## config.mk

```make
export PLATFORM = sky130hd
export DESIGN_NAME = sfrmap_top
export DESIGN_NICKNAME = d
export VERILOG_FILES = /design/src/pkg/sfrmap_pkg.sv /design/src/hw/sfrmap_decode.sv /design/src/hw/sfrmap_top.sv
export SDC_FILE = /design/constraint.sdc
export NUM_CORES = 1
export LEC_CHECK = 0
export ABC_AREA = 1
export BUFFER_PORTS_ARGS = -buffer_cell sky130_fd_sc_hd__buf_2
export CAP_MARGIN = 30
export CORE_ASPECT_RATIO = 1.4
export CORE_MARGIN = 2
export CORE_UTILIZATION = 41
export DETAILED_ROUTE_END_ITERATION = 16
export GPL_TIMING_DRIVEN = 0
export HOLD_SLACK_MARGIN = 0.05
export PLACE_DENSITY = 0.75
export SLEW_MARGIN = 10
export SYNTH_ARGS = -nofsm -noshare
export SYNTH_HDL_FRONTEND = slang
export SYNTH_SLANG_ARGS = --single-unit
```

## constraint.sdc

```tcl
create_clock -name mclk -period 2 [get_ports mclk]
set_input_delay 0.6 -clock mclk [delete_from_list [all_inputs] [get_ports mclk]]
set_output_delay 0.6 -clock mclk [all_outputs]
set_load 0.05 [all_outputs]
```

## src/pkg/sfrmap_pkg.sv

```systemverilog
package sfrmap_pkg;
  localparam int SFRMAP_ADDR_W = 8;
  localparam int SFRMAP_DATA_W = 8;
  // direct sfr window, upper half of the direct space
  localparam logic [7:0] SFRMAP_WIN_BASE = 8'h80;
  localparam logic [7:0] SFRMAP_WIN_LAST = 8'hff;
  localparam int SFRMAP_WIN_SIZE = 128;
  localparam int SFRMAP_AREA_CNT = 2;
  localparam logic [7:0] SFRMAP_SYSAREA_OFS = 8'h8f;
  localparam logic [7:0] SFRMAP_SYSAREA_RST = 8'h04;
  localparam int SFRMAP_SELBIT_POS = 0;
  localparam logic [7:0] SFRMAP_SYSAREA_RW_MASK = 8'h41;
  localparam logic [7:0] SFRMAP_SYSAREA_ONE_MASK = 8'h04;

  typedef enum logic [1:0] {
    SFRMAP_AREA_STD = 2'b01,
    SFRMAP_AREA_MAP = 2'b10
  } sfrmap_area_t;

  // cpu direct access request
  typedef struct packed {
    logic rd;
    logic wr;
    logic [7:0] addr;
    logic [7:0] wdata;
  } sfrmap_req_t;

  // routed access toward one register area
  typedef struct packed {
    logic rd;
    logic wr;
    logic [6:0] idx;
    logic [7:0] wdata;
  } sfrmap_port_t;
endpackage : sfrmap_pkg

```

## src/hw/sfrmap_decode.sv

```systemverilog
`timescale 1ns/10ps
`default_nettype none
module sfrmap_decode (
  input wire logic [7:0] addr, // direct address
  input wire logic sel_map, // area select
  output logic in_window, // address in sfr window
  output logic is_sysreg, // system area control hit
  output logic hit_std, // routed to standard area
  output logic hit_map // routed to mapped area
);
  import sfrmap_pkg::*;
  always_comb begin
    in_window = (addr >= SFRMAP_WIN_BASE);
    is_sysreg = (addr == SFRMAP_SYSAREA_OFS);
    hit_std = in_window && !is_sysreg && !sel_map;
    hit_map = in_window && !is_sysreg && sel_map;
  end
endmodule : sfrmap_decode
`default_nettype wire

```

## src/hw/sfrmap_top.sv

```systemverilog
// Notes on behaviour
// - direct addresses 80h..ffh are register accesses, a window of 128 locations.
// - all architectural registers but the program counter live in that window.
// - two areas, standard and mapped, each span 80h..ffh but 8fh, 255 registers in all with the shared control register.
// - the area is chosen only by the select bit in the system control register at 8fh.
// - select bit one routes to the mapped area, zero to the standard area.
// - the select bit keeps its written value; only reset changes it otherwise.
// - control register resets to 04h, select at bit 0, bit 6 writable, bit 2 reads one, others zero.
`timescale 1ns/10ps
`default_nettype none
module sfrmap_top (
  input wire logic mclk, // core clock
  input wire logic reset, // sync reset, active high
  input wire sfrmap_pkg::sfrmap_req_t cpu_req, // cpu direct access
  output var sfrmap_pkg::sfrmap_port_t std_port_r, // access to standard area
  output var sfrmap_pkg::sfrmap_port_t map_port_r, // access to mapped area
  input wire logic [7:0] std_rdata, // standard area read data
  input wire logic [7:0] map_rdata, // mapped area read data
  output logic [7:0] cpu_rdata_r, // read data to cpu
  output logic rvalid_r, // read data valid pulse
  output logic area_select_bit_r // current area selection
);
  import sfrmap_pkg::*;

  // control register group
  logic [7:0] sysctl_r;
  logic [7:0] sysctl_nxt;
  logic area_select_bit_nxt;
  // routing group
  sfrmap_port_t std_nxt;
  sfrmap_port_t map_nxt;
  // read return group
  logic rd_pend_r;
  logic rd_pend_nxt;
  logic rd_local_r;
  logic rd_local_nxt;
  logic [7:0] local_data_r;
  logic [7:0] local_data_nxt;
  sfrmap_area_t rd_area_r;
  sfrmap_area_t rd_area_nxt;
  logic [7:0] rdata_nxt;
  logic rvalid_nxt;
  // decode results
  logic in_window;
  logic is_sysreg;
  logic hit_std;
  logic hit_map;

  sfrmap_decode u_dec (
    .addr(cpu_req.addr),
    .sel_map(sysctl_r[SFRMAP_SELBIT_POS]),
    .in_window(in_window),
    .is_sysreg(is_sysreg),
    .hit_std(hit_std),
    .hit_map(hit_map)
  );

  function automatic logic [7:0] sysctl_view(input logic [7:0] v);
    sysctl_view = (v & SFRMAP_SYSAREA_RW_MASK) | SFRMAP_SYSAREA_ONE_MASK;
  endfunction : sysctl_view

  // one routed access, strobes only when this area is hit
  function automatic sfrmap_port_t area_access(input sfrmap_req_t req, input logic hit);
    sfrmap_port_t p;
    p = '0;
    p.rd = req.rd && hit;
    p.wr = req.wr && hit;
    p.idx = req.addr[6:0];
    p.wdata = req.wdata;
    return p;
  endfunction : area_access

  // control register: only a write at 8fh moves it
  always_comb begin
    sysctl_nxt = sysctl_r;
    if (cpu_req.wr && is_sysreg) begin
      sysctl_nxt = sysctl_view(cpu_req.wdata);
    end
    area_select_bit_nxt = sysctl_nxt[SFRMAP_SELBIT_POS];
  end

  always_ff @(posedge mclk) begin
    if (reset) begin
      sysctl_r <= SFRMAP_SYSAREA_RST;
      area_select_bit_r <= SFRMAP_SYSAREA_RST[SFRMAP_SELBIT_POS];
    end else begin
      sysctl_r <= sysctl_nxt;
      area_select_bit_r <= area_select_bit_nxt;
    end
  end

  // routing: area taken from the stored select bit only
  always_comb begin
    std_nxt = area_access(cpu_req, hit_std);
    map_nxt = area_access(cpu_req, hit_map);
  end

  always_ff @(posedge mclk) begin
    if (reset) begin
      std_port_r <= '0;
      map_port_r <= '0;
    end else begin
      std_port_r <= std_nxt;
      map_port_r <= map_nxt;
    end
  end

  // every read answers two edges after it is taken, so a local read
  // right behind an area read cannot collide with its answer
  always_comb begin
    rd_pend_nxt = cpu_req.rd;
    rd_local_nxt = is_sysreg || !in_window;
    local_data_nxt = is_sysreg ? sysctl_view(sysctl_r) : 8'h00;
    rd_area_nxt = hit_map ? SFRMAP_AREA_MAP : SFRMAP_AREA_STD;
    rdata_nxt = cpu_rdata_r;
    rvalid_nxt = 1'b0;
    if (rd_pend_r) begin
      rvalid_nxt = 1'b1;
      if (rd_local_r) begin
        rdata_nxt = local_data_r;
      end else if (rd_area_r == SFRMAP_AREA_MAP) begin
        rdata_nxt = map_rdata;
      end else begin
        rdata_nxt = std_rdata;
      end
    end
  end

  always_ff @(posedge mclk) begin
    if (reset) begin
      rd_pend_r <= 1'b0;
      rd_local_r <= 1'b0;
      local_data_r <= 8'h00;
      rd_area_r <= SFRMAP_AREA_STD;
      cpu_rdata_r <= 8'h00;
      rvalid_r <= 1'b0;
    end else begin
      rd_pend_r <= rd_pend_nxt;
      rd_local_r <= rd_local_nxt;
      local_data_r <= local_data_nxt;
      rd_area_r <= rd_area_nxt;
      cpu_rdata_r <= rdata_nxt;
      rvalid_r <= rvalid_nxt;
    end
  end

  a_sel_holds: assert property (@(posedge mclk) disable iff (reset)
    !(cpu_req.wr && is_sysreg) |=> $stable(sysctl_r))
    else $error("select bit changed without a write");
  a_std_route: assert property (@(posedge mclk) disable iff (reset)
    (cpu_req.rd && in_window && !is_sysreg && !sysctl_r[0]) |=> std_port_r.rd && !map_port_r.rd)
    else $error("standard access misrouted");
  a_map_route: assert property (@(posedge mclk) disable iff (reset)
    (cpu_req.wr && in_window && !is_sysreg && sysctl_r[0]) |=> map_port_r.wr && !std_port_r.wr)
    else $error("mapped access misrouted");
  a_low_ignored: assert property (@(posedge mclk) disable iff (reset)
    (cpu_req.addr < 8'h80) |=>
      !std_port_r.rd && !std_port_r.wr && !map_port_r.rd && !map_port_r.wr)
    else $error("access below window routed");
  a_fixed_bits: assert property (@(posedge mclk) disable iff (reset)
    (sysctl_r & 8'hbe) == 8'h04)
    else $error("reserved bits wrong");
  a_sys_both: assert property (@(posedge mclk) disable iff (reset)
    (cpu_req.wr && cpu_req.addr == 8'h8f) |=> sysctl_r[0] == $past(cpu_req.wdata[0]))
    else $error("control write lost");
  a_idx_keep: assert property (@(posedge mclk) disable iff (reset)
    (cpu_req.rd && cpu_req.addr > 8'h8f) |=>
      (std_port_r.idx | map_port_r.idx) == $past(cpu_req.addr[6:0]))
    else $error("index mismatch");
  a_rd_answer: assert property (@(posedge mclk) disable iff (reset)
    (cpu_req.rd && in_window) |-> ##2 rvalid_r)
    else $error("read unanswered");

  // read return checks
  a_rd_local: assert property (@(posedge mclk) disable iff (reset)
    (cpu_req.rd && !in_window) |-> ##2 (rvalid_r && cpu_rdata_r == 8'h00))
    else $error("read below window not zero");
  a_sys_read: assert property (@(posedge mclk) disable iff (reset)
    (cpu_req.rd && is_sysreg) |-> ##2 (rvalid_r && cpu_rdata_r == $past(sysctl_r, 2)))
    else $error("control read wrong");
  a_rd_area_std: assert property (@(posedge mclk) disable iff (reset)
    (cpu_req.rd && hit_std) |-> ##2 (rvalid_r && cpu_rdata_r == $past(std_rdata)))
    else $error("standard read data lost");
  a_rd_area_map: assert property (@(posedge mclk) disable iff (reset)
    (cpu_req.rd && hit_map) |-> ##2 (rvalid_r && cpu_rdata_r == $past(map_rdata)))
    else $error("mapped read data lost");
  a_rvalid_src: assert property (@(posedge mclk) disable iff (reset)
    rvalid_r |-> $past(cpu_req.rd, 2))
    else $error("answer without a read");

  // routing checks
  a_sys_unrouted: assert property (@(posedge mclk) disable iff (reset)
    (cpu_req.addr == SFRMAP_SYSAREA_OFS) |=>
      !(std_port_r.rd || std_port_r.wr || map_port_r.rd || map_port_r.wr))
    else $error("control address routed to an area");
  a_std_write: assert property (@(posedge mclk) disable iff (reset)
    (cpu_req.wr && hit_std) |=>
      (std_port_r.wr && !map_port_r.wr && std_port_r.wdata == $past(cpu_req.wdata)))
    else $error("standard write lost");
  a_map_read: assert property (@(posedge mclk) disable iff (reset)
    (cpu_req.rd && hit_map) |=> (map_port_r.rd && !std_port_r.rd))
    else $error("mapped read misrouted");
  a_wr_idx: assert property (@(posedge mclk) disable iff (reset)
    cpu_req.wr |=>
      (std_port_r.idx == $past(cpu_req.addr[6:0]) && map_port_r.idx == $past(cpu_req.addr[6:0])))
    else $error("write index lost");
  a_one_area: assert property (@(posedge mclk) disable iff (reset)
    !((std_port_r.rd || std_port_r.wr) && (map_port_r.rd || map_port_r.wr)))
    else $error("both areas strobed");
  a_idle_quiet: assert property (@(posedge mclk) disable iff (reset)
    !(cpu_req.rd || cpu_req.wr) |=>
      !(std_port_r.rd || std_port_r.wr || map_port_r.rd || map_port_r.wr))
    else $error("strobe without request");

  // control register checks
  a_sel_mirror: assert property (@(posedge mclk) disable iff (reset)
    area_select_bit_r == sysctl_r[SFRMAP_SELBIT_POS])
    else $error("select output differs from register");
  a_sel_only: assert property (@(posedge mclk) disable iff (reset)
    $changed(area_select_bit_r) |-> $past(cpu_req.wr && is_sysreg))
    else $error("select changed without a write");
  a_rw_bits: assert property (@(posedge mclk) disable iff (reset)
    (cpu_req.wr && is_sysreg) |=>
      ((sysctl_r & SFRMAP_SYSAREA_RW_MASK) == ($past(cpu_req.wdata) & SFRMAP_SYSAREA_RW_MASK)))
    else $error("writable bits not taken");
  a_rst_value: assert property (@(posedge mclk) disable iff (reset)
    $fell(reset) |-> (sysctl_r == SFRMAP_SYSAREA_RST && !area_select_bit_r))
    else $error("control register reset value wrong");
endmodule : sfrmap_top
`default_nettype wire

```

==> run metrics, run 1 <==
top cell type's share of synthesized area about half; Top Layer Used met4; CTS sink count 37; Avg WL per Cell 9.51 µm; Synthesis Warnings 0; DIE HEIGHT 74.1 µm; I/O Buffers 78; CORE AREA approximately 0.0034 mm²; cell count after placement 293; Final Setup Violations 0; Worst-Margin Slew 0.484 ns; post-layout net count 296; initial antenna violation count 0; Root Driver clkbuf_8; Synth cell types 22; Setup Fix Bufs, Post-CTS 0; Max Clock Freq 638 MHz; Total Wirelength 2860 µm; CTS Buffer Depth 2; Max Cap Violations 0; commonest cells in the netlist dfxtp_1, inv_1, nand2_1, nor2_1, buf_4; post-route clock period utilization 78.4%; CP required 1.40 ns; CTS clk-pin slew, worst paths about 0.070 ns; Syn Nets 211; Mapped Cells around 180; asr flop ratio synth 0%; Die W 54.1 µm; Critical-path top delay cell dfxtp_1; Iteration-0 DRC Markers 16; met2 wire len 1580 µm; power density over the cells 870 mW/mm²; routed vias 1292; fin crit period roughly 1.6 ns; Finished Layout Cells 301; Clock Latency Late Sink 0.28 ns; critical path data arrival time 0.97 ns; Synth area leaders dfxtp_1, buf_4, inv_1, nand2_1, nor2_1; layout cells sized above 1 46.0%; area of the mapped netlist 0.00144 mm²; Synth area leader dfxtp_1; Max stage delay on crit path 0.33 ns; Mean Syn Cell Area just over 8 µm²; Worst Setup Path Type flop to output pin; RSZ-0062 raised after global routing false; # rows 25; final hold viol count 0; hold buffer count at CTS 0; DRC Markers 0; number of global-route vias before repair 1118; Initial Util 42.6%; Post-synth top flop dfxtp_1; leak pwr 1.12 nW; Post-DP HPWL approximately 2300 µm; Detail Route Antenna Nets 0; status finished clean; htree depth 2; DR WL met3 157 µm; Worst setup EP type output pin; die area 0.00401 mm²; Max FO, Critical Path 2; gp weighted congestion 0.767; synth-to-layout area growth 38.7%; post-CTS sizing 0; total grt overflow 0; aggregate global-route resource usage 15.8%; wire length on met1 about 1100 µm; Worst slew margin between 60% and 70%; most common cell in the netlist dfxtp_1; TritonCTS clock tree built; clk_skew ~0.0027 ns; Max Slew Vio Count 0; Post-synth EDFFs 0; I/O pin count 80; first-pass GRT wire length around 4700 µm; TNS Setup 0 ns; crit-path cells buf_4 -> buf_2; largest net degree at the start of global routing 12; Setup crit start kind flop; drt first pass iters 2; CTS buffer count 5; vias per cell about 4.3; Seq/Total Area, Yosys about half; Synth Register Bits 37; worst hold path class flop to flop; Antenna diodes 0; VDD IR max 0.761 mV
[per-layer routing]
metal / vias to the layer above / global-route usage [%]
met1: 566 / 16.9
li1: 683 / -
met3: 6 / 4.82
met5: - / 0
met2: 37 / 27.8
met4: 0 / 7.50
[cells in the final DEF (no fill, tap or decap)]
cell       count
nor2_4         1
buf_2         82
nand2_2        2
a21oi_1       10
nand4_2        1
nor3_2         2
clkbuf_8       6
nand2_1       23
nand4_1        1
nor2_2         1
buf_4         15
clkinv_1       1
nand3_1        7
or2_2          6
bufinv_16      1
nand3_2        1
nor3_1         2
inv_1         30
dfxtp_1       37
o211ai_1       5
clkbuf_1       2
inv_2          1
nor2_1        23
nor2_8         1
[sequential cells by signal, summed over array words and instances, names as in the netlist]
| register | cells |
|---|---|
| rd_area_r | 2 |
| rd_local_r | 1 |
| map_port_r | 17 |
| std_port_r | 2 |
| cpu_rdata_r | 8 |
| rvalid_r | 1 |
| local_data_r | 3 |
| sysctl_r | 2 |
| rd_pend_r | 1 |
[final cells by class]
| class | instances | area, µm² |
|---|---|---|
| Sequential cell | 37 | 741 |
| Tap cell | 40 | 50.0 |
| Clock buffer | 7 | 86.3 |
| Multi-Input combinational cell | 86 | 442 |
| Timing Repair Buffer | 78 | 390 |
| Fill cell | 340 | 1380 |
| Inverter | 32 | 120 |
| Clock inverter | 1 | 30.0 |
| Buffer | 20 | 136 |
[cells by family after synthesis]
| family | Yosys count | synth area share (%) |
|---|---|---|
| compound gates | 15 | 6.09 |
| buf+inv | 52 | 17.8 |
| simple gates | 71 | 24.6 |
| flops | 37 | 51.5 |
[through the flow]
| step | setup WS (ns) | total power (W) | instance area [µm²] | util (%) | hold slack, ns |
|---|---|---|---|---|---|
| 3_5_place_dp | 0.574 | 0.00110 | 1880 | 55.6 | 0.447 |
| 5_1_grt | 0.375 | 0.00181 | 2000 | 59.1 | 0.465 |
| 2_1_floorplan | 0.506 | 0.00102 | 1440 | - | 0.434 |
| 6_report | 0.432 | 0.00174 | 2000 | 59.1 | 0.456 |
| 4_1_cts | 0.413 | 0.00176 | 2000 | 59.1 | 0.458 |
| 3_3_place_gp | 0.603 | 0.00110 | 1880 | 55.6 | 0.445 |
[critical path: cells and delay by family, from the launching register on]
family	cells	cell delay (ns)
buffers and inverters	2	0.35
flip-flops	1	0.33
[where the power goes]
group          leakage (nW)  internal (W)  switching, W  total [W]
sequential            0.304      0.000764     0.0000144   0.000779
combinational         0.762     0.0000917      0.000213   0.000305
clock                0.0585      0.000406      0.000247   0.000654
[path summary, 6_finish.rpt]
path / start / depth (start not counted) / to / slack (ns)
setup / recovery: map_port_r[5] / 2 / std_port_r[5] / 0.43
hold / removal: sysctl_r[6] / 2 / local_data_r[6] / 0.46
setup reg to reg: rd_area_r[0] / 6 / cpu_rdata_r[3] / 0.92
hold reg to reg: sysctl_r[6] / 2 / local_data_r[6] / 0.46
No activity file was read; power rests on OpenSTA's default activity.
==> inputs of run 2 (changes only) <==
--- a/config.mk
+++ b/config.mk
@@ -5,16 +5,16 @@
 export SDC_FILE = /design/constraint.sdc
 export NUM_CORES = 1
 export LEC_CHECK = 0
-export ABC_AREA = 1
+export ABC_AREA = 0
 export BUFFER_PORTS_ARGS = -buffer_cell sky130_fd_sc_hd__buf_2
 export CAP_MARGIN = 30
 export CORE_ASPECT_RATIO = 1.4
 export CORE_MARGIN = 2
-export CORE_UTILIZATION = 41
+export CORE_UTILIZATION = 38
 export DETAILED_ROUTE_END_ITERATION = 16
 export GPL_TIMING_DRIVEN = 0
 export HOLD_SLACK_MARGIN = 0.05
-export PLACE_DENSITY = 0.75
+export PLACE_DENSITY = 0.74
 export SLEW_MARGIN = 10
 export SYNTH_ARGS = -nofsm -noshare
 export SYNTH_HDL_FRONTEND = slang
==> constraint.sdc (replaced) <==
create_clock -name mclk -period 1.35 [get_ports mclk]
set_input_delay 0.405 -clock mclk [delete_from_list [all_inputs] [get_ports mclk]]
set_output_delay 0.405 -clock mclk [all_outputs]
set_load 0.05 [all_outputs]
==> run 2 against run 1 <==
  * The run now ends with setup timing left
  * Core utilization grew 0.23 points
  * Synthesized cell count is 22% lower
  * Clock skew rose by 0.0026 ns
  * Cell area is 1.3% higher
  * Setup slack lost 0.48 ns
  * Sequential share of layout area fell by 0.42 points
  * Cell count shrank 13%
  * Largest power group unchanged
==> run metrics, run 2 <==
drt first pass iters 3; hold buffer count at CTS 0; gp weighted congestion a little over 0.7; Clock Latency Late Sink around 0.29 ns; Max FO, Critical Path 4; failing checks setup timing; clk_skew 0.00533 ns; final hold viol count 0; Synth Register Bits 37; CTS buffer count 5; Initial Util about two fifths; Max Cap Violations 0; placed cell areas 0.00182 mm²; Final Cell Area 0.00202 mm²; CTS clk-pin slew, worst paths around 0.070 ns; Final Setup Violations 2; post-layout net count about 260; final hold slack 0.325 ns; CP required 1.53 ns; critical path data arrival time around 1.6 ns; htree depth 2; fin crit period 1.40 ns; layout cells sized above 1 50.5%; status finished, violations left; Max Clock Freq 713 MHz; crit-path cells buf_6 -> nand2b_4 -> or4_4 -> nor2_4 -> mux2_4; synth-to-layout area growth 48.1%; area of the mapped netlist between 0.001 and 0.0015 mm²; Detail Route Antenna Nets 0; post-route clock period utilization 104%; Critical-path top delay cell or4_4; initial antenna violation count 0; CTS sink count 37; worst hold path class primary input to flop; most common cell in the netlist dfxtp_1; die area 0.00409 mm²; I/O pin count 80; Setup crit start kind primary input; leak pwr 0.987 nW; Top Registers map_port_r (17), cpu_rdata_r (8), local_data_r (3); power density over the cells 1190 mW/mm²; Mean Syn Cell Area between 10 and 15 µm²; Synthesis Warnings 0; Worst-Margin Slew 0.424 ns; Worst Setup Path Type primary input to flop; max reg flops 17; Synth cell types 25; top cell type's share of synthesized area between 50% and 60%; Worst slew margin 71.7%; VDD IR max roughly 0.83 mV; Post-DP HPWL approximately 2200 µm; Total Wirelength 3030 µm; first-pass GRT wire length 4720 µm; total grt overflow 0; Worst setup EP type flop; Root Driver clkbuf_8; vias per cell 4.62; Mapped Cells 136; commonest cells in the netlist dfxtp_1, nor2b_1, buf_4; TNS Setup -0.0768 ns; Max Slew Vio Count 0; CTS Buffer Depth 2; Avg WL per Cell 11.6 µm; Iteration-0 DRC Markers 9; largest net degree at the start of global routing 12; asr flop ratio synth 0%; TritonCTS clock tree built; Max stage delay on crit path 0.52 ns; Post-synth EDFFs 0; routed vias ~1200; Synth area leader dfxtp_1; Largest Register map_port_r; most frequent cells in the layout buf_2, dfxtp_1, nor2b_1; commonest non-fill, non-tap cell in the layout buf_2; Synth area leaders dfxtp_1, nor2b_1, buf_4, mux2i_1, nand2b_1; aggregate global-route resource usage between 10% and 20%; post-route setup slack -0.0517 ns; DRC Markers 0; Syn Nets 172; number of global-route vias before repair between 1000 and 1500; Post-synth top flop dfxtp_1; # rows 25; Placement Setup Slack -0.474 ns; Antenna diodes 0; DIE HEIGHT about 75 µm; Util after Layout between 50% and 60%; CORE AREA 0.00341 mm²; I/O Buffers 79; Seq/Total Area, Yosys 54.3%; RSZ-0062 raised after global routing true; Die W 54.7 µm
[run 2: area by class of cell]
| cell class | instances | area (µm²) |
|---|---|---|
| plain buffers | 19 | 133 |
| clock buffers | 6 | 82.6 |
| clock inverters | 1 | 7.51 |
| fillers | 319 | 1390 |
| inverters | 8 | 30.0 |
| multi-input cells | 70 | 484 |
| flip-flops and latches | 37 | 742 |
| well taps | 40 | 50.0 |
| repair buffers | 81 | 493 |
[run 2: final timing paths]
path / slack [ns] / depth (start not counted) / start / to
worst max-delay path: -0.05 / 5 / cpu_req[14] / sysctl_r[6]
worst min-delay path: 0.32 / 2 / cpu_req[5] / map_port_r[5]
worst max register to register: 0.13 / 5 / rd_area_r[1] / cpu_rdata_r[3]
worst min register to register: 0.49 / 1 / sysctl_r[0] / std_port_r[15]
[run 2: worst max-delay path: cells and delay by family]
kind / cells / cell delay (ns)
simple gates: 3 / 0.78
mux: 1 / 0.30
buf+inv: 1 / 0.09
[run 2: cells by family after synthesis]
group | Yosys count | share of synthesized area (%)
AND/OR/NAND/NOR | 51 | 22.4
flip-flops | 37 | 54.3
buffers and inverters | 29 | 12.3
AO/OA/AOI/OAI | 13 | 6.60
multiplexers | 6 | 4.49
[run 2: repair_timing]
item,in CTS,in global routing
buffers inserted,2,0
gates cloned,0,0
pin swaps,2,0
gates resized for setup,22,16
setup endpoints to repair,18,28
[run 2: power by group]
| part | internal [W] | switching, W | leakage, nW | total, W |
|---|---|---|---|---|
| logic | 0.000171 | 0.000308 | 0.639 | 0.000479 |
| registers | 0.00113 | 0.0000247 | 0.305 | 0.00116 |
| clock network | 0.000403 | 0.000372 | 0.0433 | 0.000775 |
[run 2: routing by layer]
metal / part of all wire (%) / track usage (%) / vias up
li1: - / - / 597
met3: 14 / 5.75 / 7
met5: 0 / 0 / -
met2: 52 / 29.8 / 70
met1: 33 / 15.2 / 537
met4: 2.0 / 8.33 / 0
[run 2: metrics by stage]
stage / power, W / std cells
global route: 0.00252 / 262
floorplan: 0.00150 / 136
detailed placement: 0.00163 / 255
global placement: 0.00163 / 255
finish: 0.00241 / 262
CTS: 0.00242 / 264
==> inputs of run 3 (changes only) <==
--- a/config.mk
+++ b/config.mk
@@ -10,12 +10,13 @@
 export CAP_MARGIN = 30
 export CORE_ASPECT_RATIO = 1.4
 export CORE_MARGIN = 2
-export CORE_UTILIZATION = 38
+export CORE_UTILIZATION = 41
 export DETAILED_ROUTE_END_ITERATION = 16
 export GPL_TIMING_DRIVEN = 0
 export HOLD_SLACK_MARGIN = 0.05
-export PLACE_DENSITY = 0.74
+export PLACE_DENSITY = 0.76
 export SLEW_MARGIN = 10
 export SYNTH_ARGS = -nofsm -noshare
 export SYNTH_HDL_FRONTEND = slang
+export SYNTH_HIERARCHICAL = 1
 export SYNTH_SLANG_ARGS = --single-unit
==> constraint.sdc (replaced) <==
create_clock -name mclk -period 1.7 [get_ports mclk]
set_input_delay 0.51 -clock mclk [delete_from_list [all_inputs] [get_ports mclk]]
set_output_delay 0.51 -clock mclk [all_outputs]
set_load 0.05 [all_outputs]
==> run 3 against run 2 <==
  * The run now ends clean
  * Cell count decreased by 3.1%
  * Sequential share of layout area up 2.9 points
  * Critical path depth shrank 3
  * Hold slack better by 0.10 ns
  * Critical path type is now flop to output pin
  * Largest power group unchanged
  * Highest routed layer unchanged
==> run metrics, run 3 <==
largest net degree at the start of global routing 11; I/O Buffers 78; die area 0.00377 mm²; Worst Setup Path Type flop to output pin; total grt overflow 0; Post-DP HPWL 2230 µm; htree depth 2; routed vias 1117; Setup crit start kind flop; Setup Fix Bufs, Post-CTS 0; VDD IR max around 0.51 mV; critical path data arrival time 0.97 ns; Max Clock Freq around 680 MHz; Initial Util between 40% and 50%; CTS Buffer Depth 2; critical path startpoint map_port_r[11]; CORE AREA 0.00312 mm²; Mapped Cells 130; CTS buffer count 5; initial antenna violation count 0; RSZ-0062 raised after global routing false; asr flop ratio synth 0%; gp weighted congestion 0.657; I/O pin count 80; CTS sink count 37; area of the mapped netlist 0.00135 mm²; Internal 0.00133 W; drt first pass iters 4; Final Setup Violations 0; Worst-Margin Slew approximately 0.32 ns; hold buffer count at CTS 0; Synth area leader dfxtp_1; Clock Latency Late Sink 0.28 ns; Max stage delay on crit path 0.34 ns; Avg WL per Cell approximately 11 µm; CP required 1.19 ns; worst hold path class primary input to flop; # fillers 305; Synth area leaders dfxtp_1, buf_4, nor2b_1, mux2i_1, nand2_1; Iteration-0 DRC Markers 17; aggregate global-route resource usage 16.8%; crit-path cells buf_4 -> buf_2; number of global-route vias before repair between 1000 and 1500; commonest non-fill, non-tap cell in the layout buf_2; cell count after placement 247; Finished Layout Cells 254; Max Slew Vio Count 0; layout cells sized above 1 50.7%; Post-synth top flop dfxtp_1; Worst slew margin 78.8%; Total Wirelength ~2900 µm; logic gate share of total power 18.5%; fin crit period 1.48 ns; top cell type's share of synthesized area 55.0%; Antenna diodes 0; power density over the cells 995 mW/mm²; Mean Syn Cell Area 10.4 µm²; post-layout net count 251; status finished clean; vias per cell 4.40; Worst setup EP type output pin; # rows 24; Placement Setup Slack 0.134 ns; clk_skew roughly 0.0034 ns; Syn Nets around 170; Seq/Total Area, Yosys 55.0%; Max FO, Critical Path 2; Synth cell types 23; Detail Route Antenna Nets 0; DIE HEIGHT 71.8 µm; Root Driver clkbuf_8; worst reg2reg path startpoint rd_area_r[1]; switch share 28.6%; max reg flops 17; post-route setup slack 0.219 ns; Critical-path top delay cell dfxtp_1; Max Cap Violations 0; Synth Register Bits 37; post-route clock period utilization roughly 87%; commonest cells in the netlist dfxtp_1, nor2b_1, buf_4; TritonCTS clock tree built; FF-to-FF setup slack 0.62 ns; Largest Register map_port_r; most frequent cells in the layout buf_2, dfxtp_1, nor2b_1; Synthesis Warnings 6; Flop pwr share approximately 49%; Reg2Reg Depth 4; DRC Markers 0; TNS Setup 0 ns; CTS clk-pin slew, worst paths roughly 0.06 ns; Post-synth EDFFs 0; WHS Path Cells 2; Top Registers map_port_r (17), cpu_rdata_r (8), local_data_r (3); hold path startpoint cpu_req[1]; final hold viol count 0; power share of the clock group 32.3%; most common cell in the netlist dfxtp_1; Die W 52.5 µm; sw power 0.000533 W; synth-to-layout area growth 39.0%; first-pass GRT wire length 4520 µm; leak pwr 0.946 nW; post-CTS sizing 0
==> run 3: cell count changes in the layout (fill, tap and decap cells not counted), moves of 9 or more <==
cell	delta
nor2b_1	-11
buf_6	-10
buf_2	+20
nand2_1	+9
buf_4	-9
==> run 3: layout make-up <==
cell class | instances | area, µm² | area share (%)
flip-flops and latches | 37 | 741 | 39.5
multi-input cells | 71 | 460 | 24.6
repair buffers | 78 | 390 | 20.8
plain buffers | 20 | 139 | 7.41
clock buffers | 7 | 86.3 | 4.61
well taps | 39 | 48.8 | 2.61
inverters | 2 | 7.51 | 0.401
==> run 3: kinds of logic after synthesis <==
family	Yosys count	share of synthesized area, %
compound gates	16	6.50
buf+inv	22	10.9
flops	37	55.0
mux	8	5.94
simple gates	47	21.7
==> run 3: routing by layer <==
metal / GRT usage (%) / vias up / part of all wire (%)
li1: - / 576 / -
met1: 15.8 / 486 / 36
met2: 30.1 / 50 / 54
met3: 6.67 / 5 / 8.7
met4: 8.55 / 0 / 2.0
met5: 0 / - / 0
==> run 3: worst paths after layout <==
check,end
max reg2reg,cpu_rdata_r[2]
min reg2reg,cpu_rdata_r[5]
max,std_port_r[11]
min,map_port_r[1]
==> run 3: critical path, delay by kind of cell (launching register included) <==
family   cells  cell delay, ns
flops        1            0.34
buf+inv      2            0.34
==> run 3: metrics by stage <==
stage | hold WS, ns | cell area [µm²] | util, % | total power [W]
5_1_grt | 0.438 | 1870 | 60.0 | 0.00194
3_3_place_gp | 0.433 | 1790 | 57.2 | 0.00128
3_5_place_dp | 0.439 | 1790 | 57.2 | 0.00128
6_report | 0.428 | 1870 | 60.0 | 0.00186
2_1_floorplan | 0.430 | 1350 | - | 0.00118
4_1_cts | 0.423 | 1870 | 60.0 | 0.00189
==> run 3: power groups by stage <==
stage | registers, W | logic, W | clock network, W
after floorplan | 0.00104 | 0.000145 | 0
final | 0.000916 | 0.000345 | 0.000603
after global routing | 0.000920 | 0.000364 | 0.000658
after global placement | 0.000935 | 0.000344 | 0
after CTS | 0.000917 | 0.000348 | 0.000622
after detailed placement | 0.000936 | 0.000347 | 0
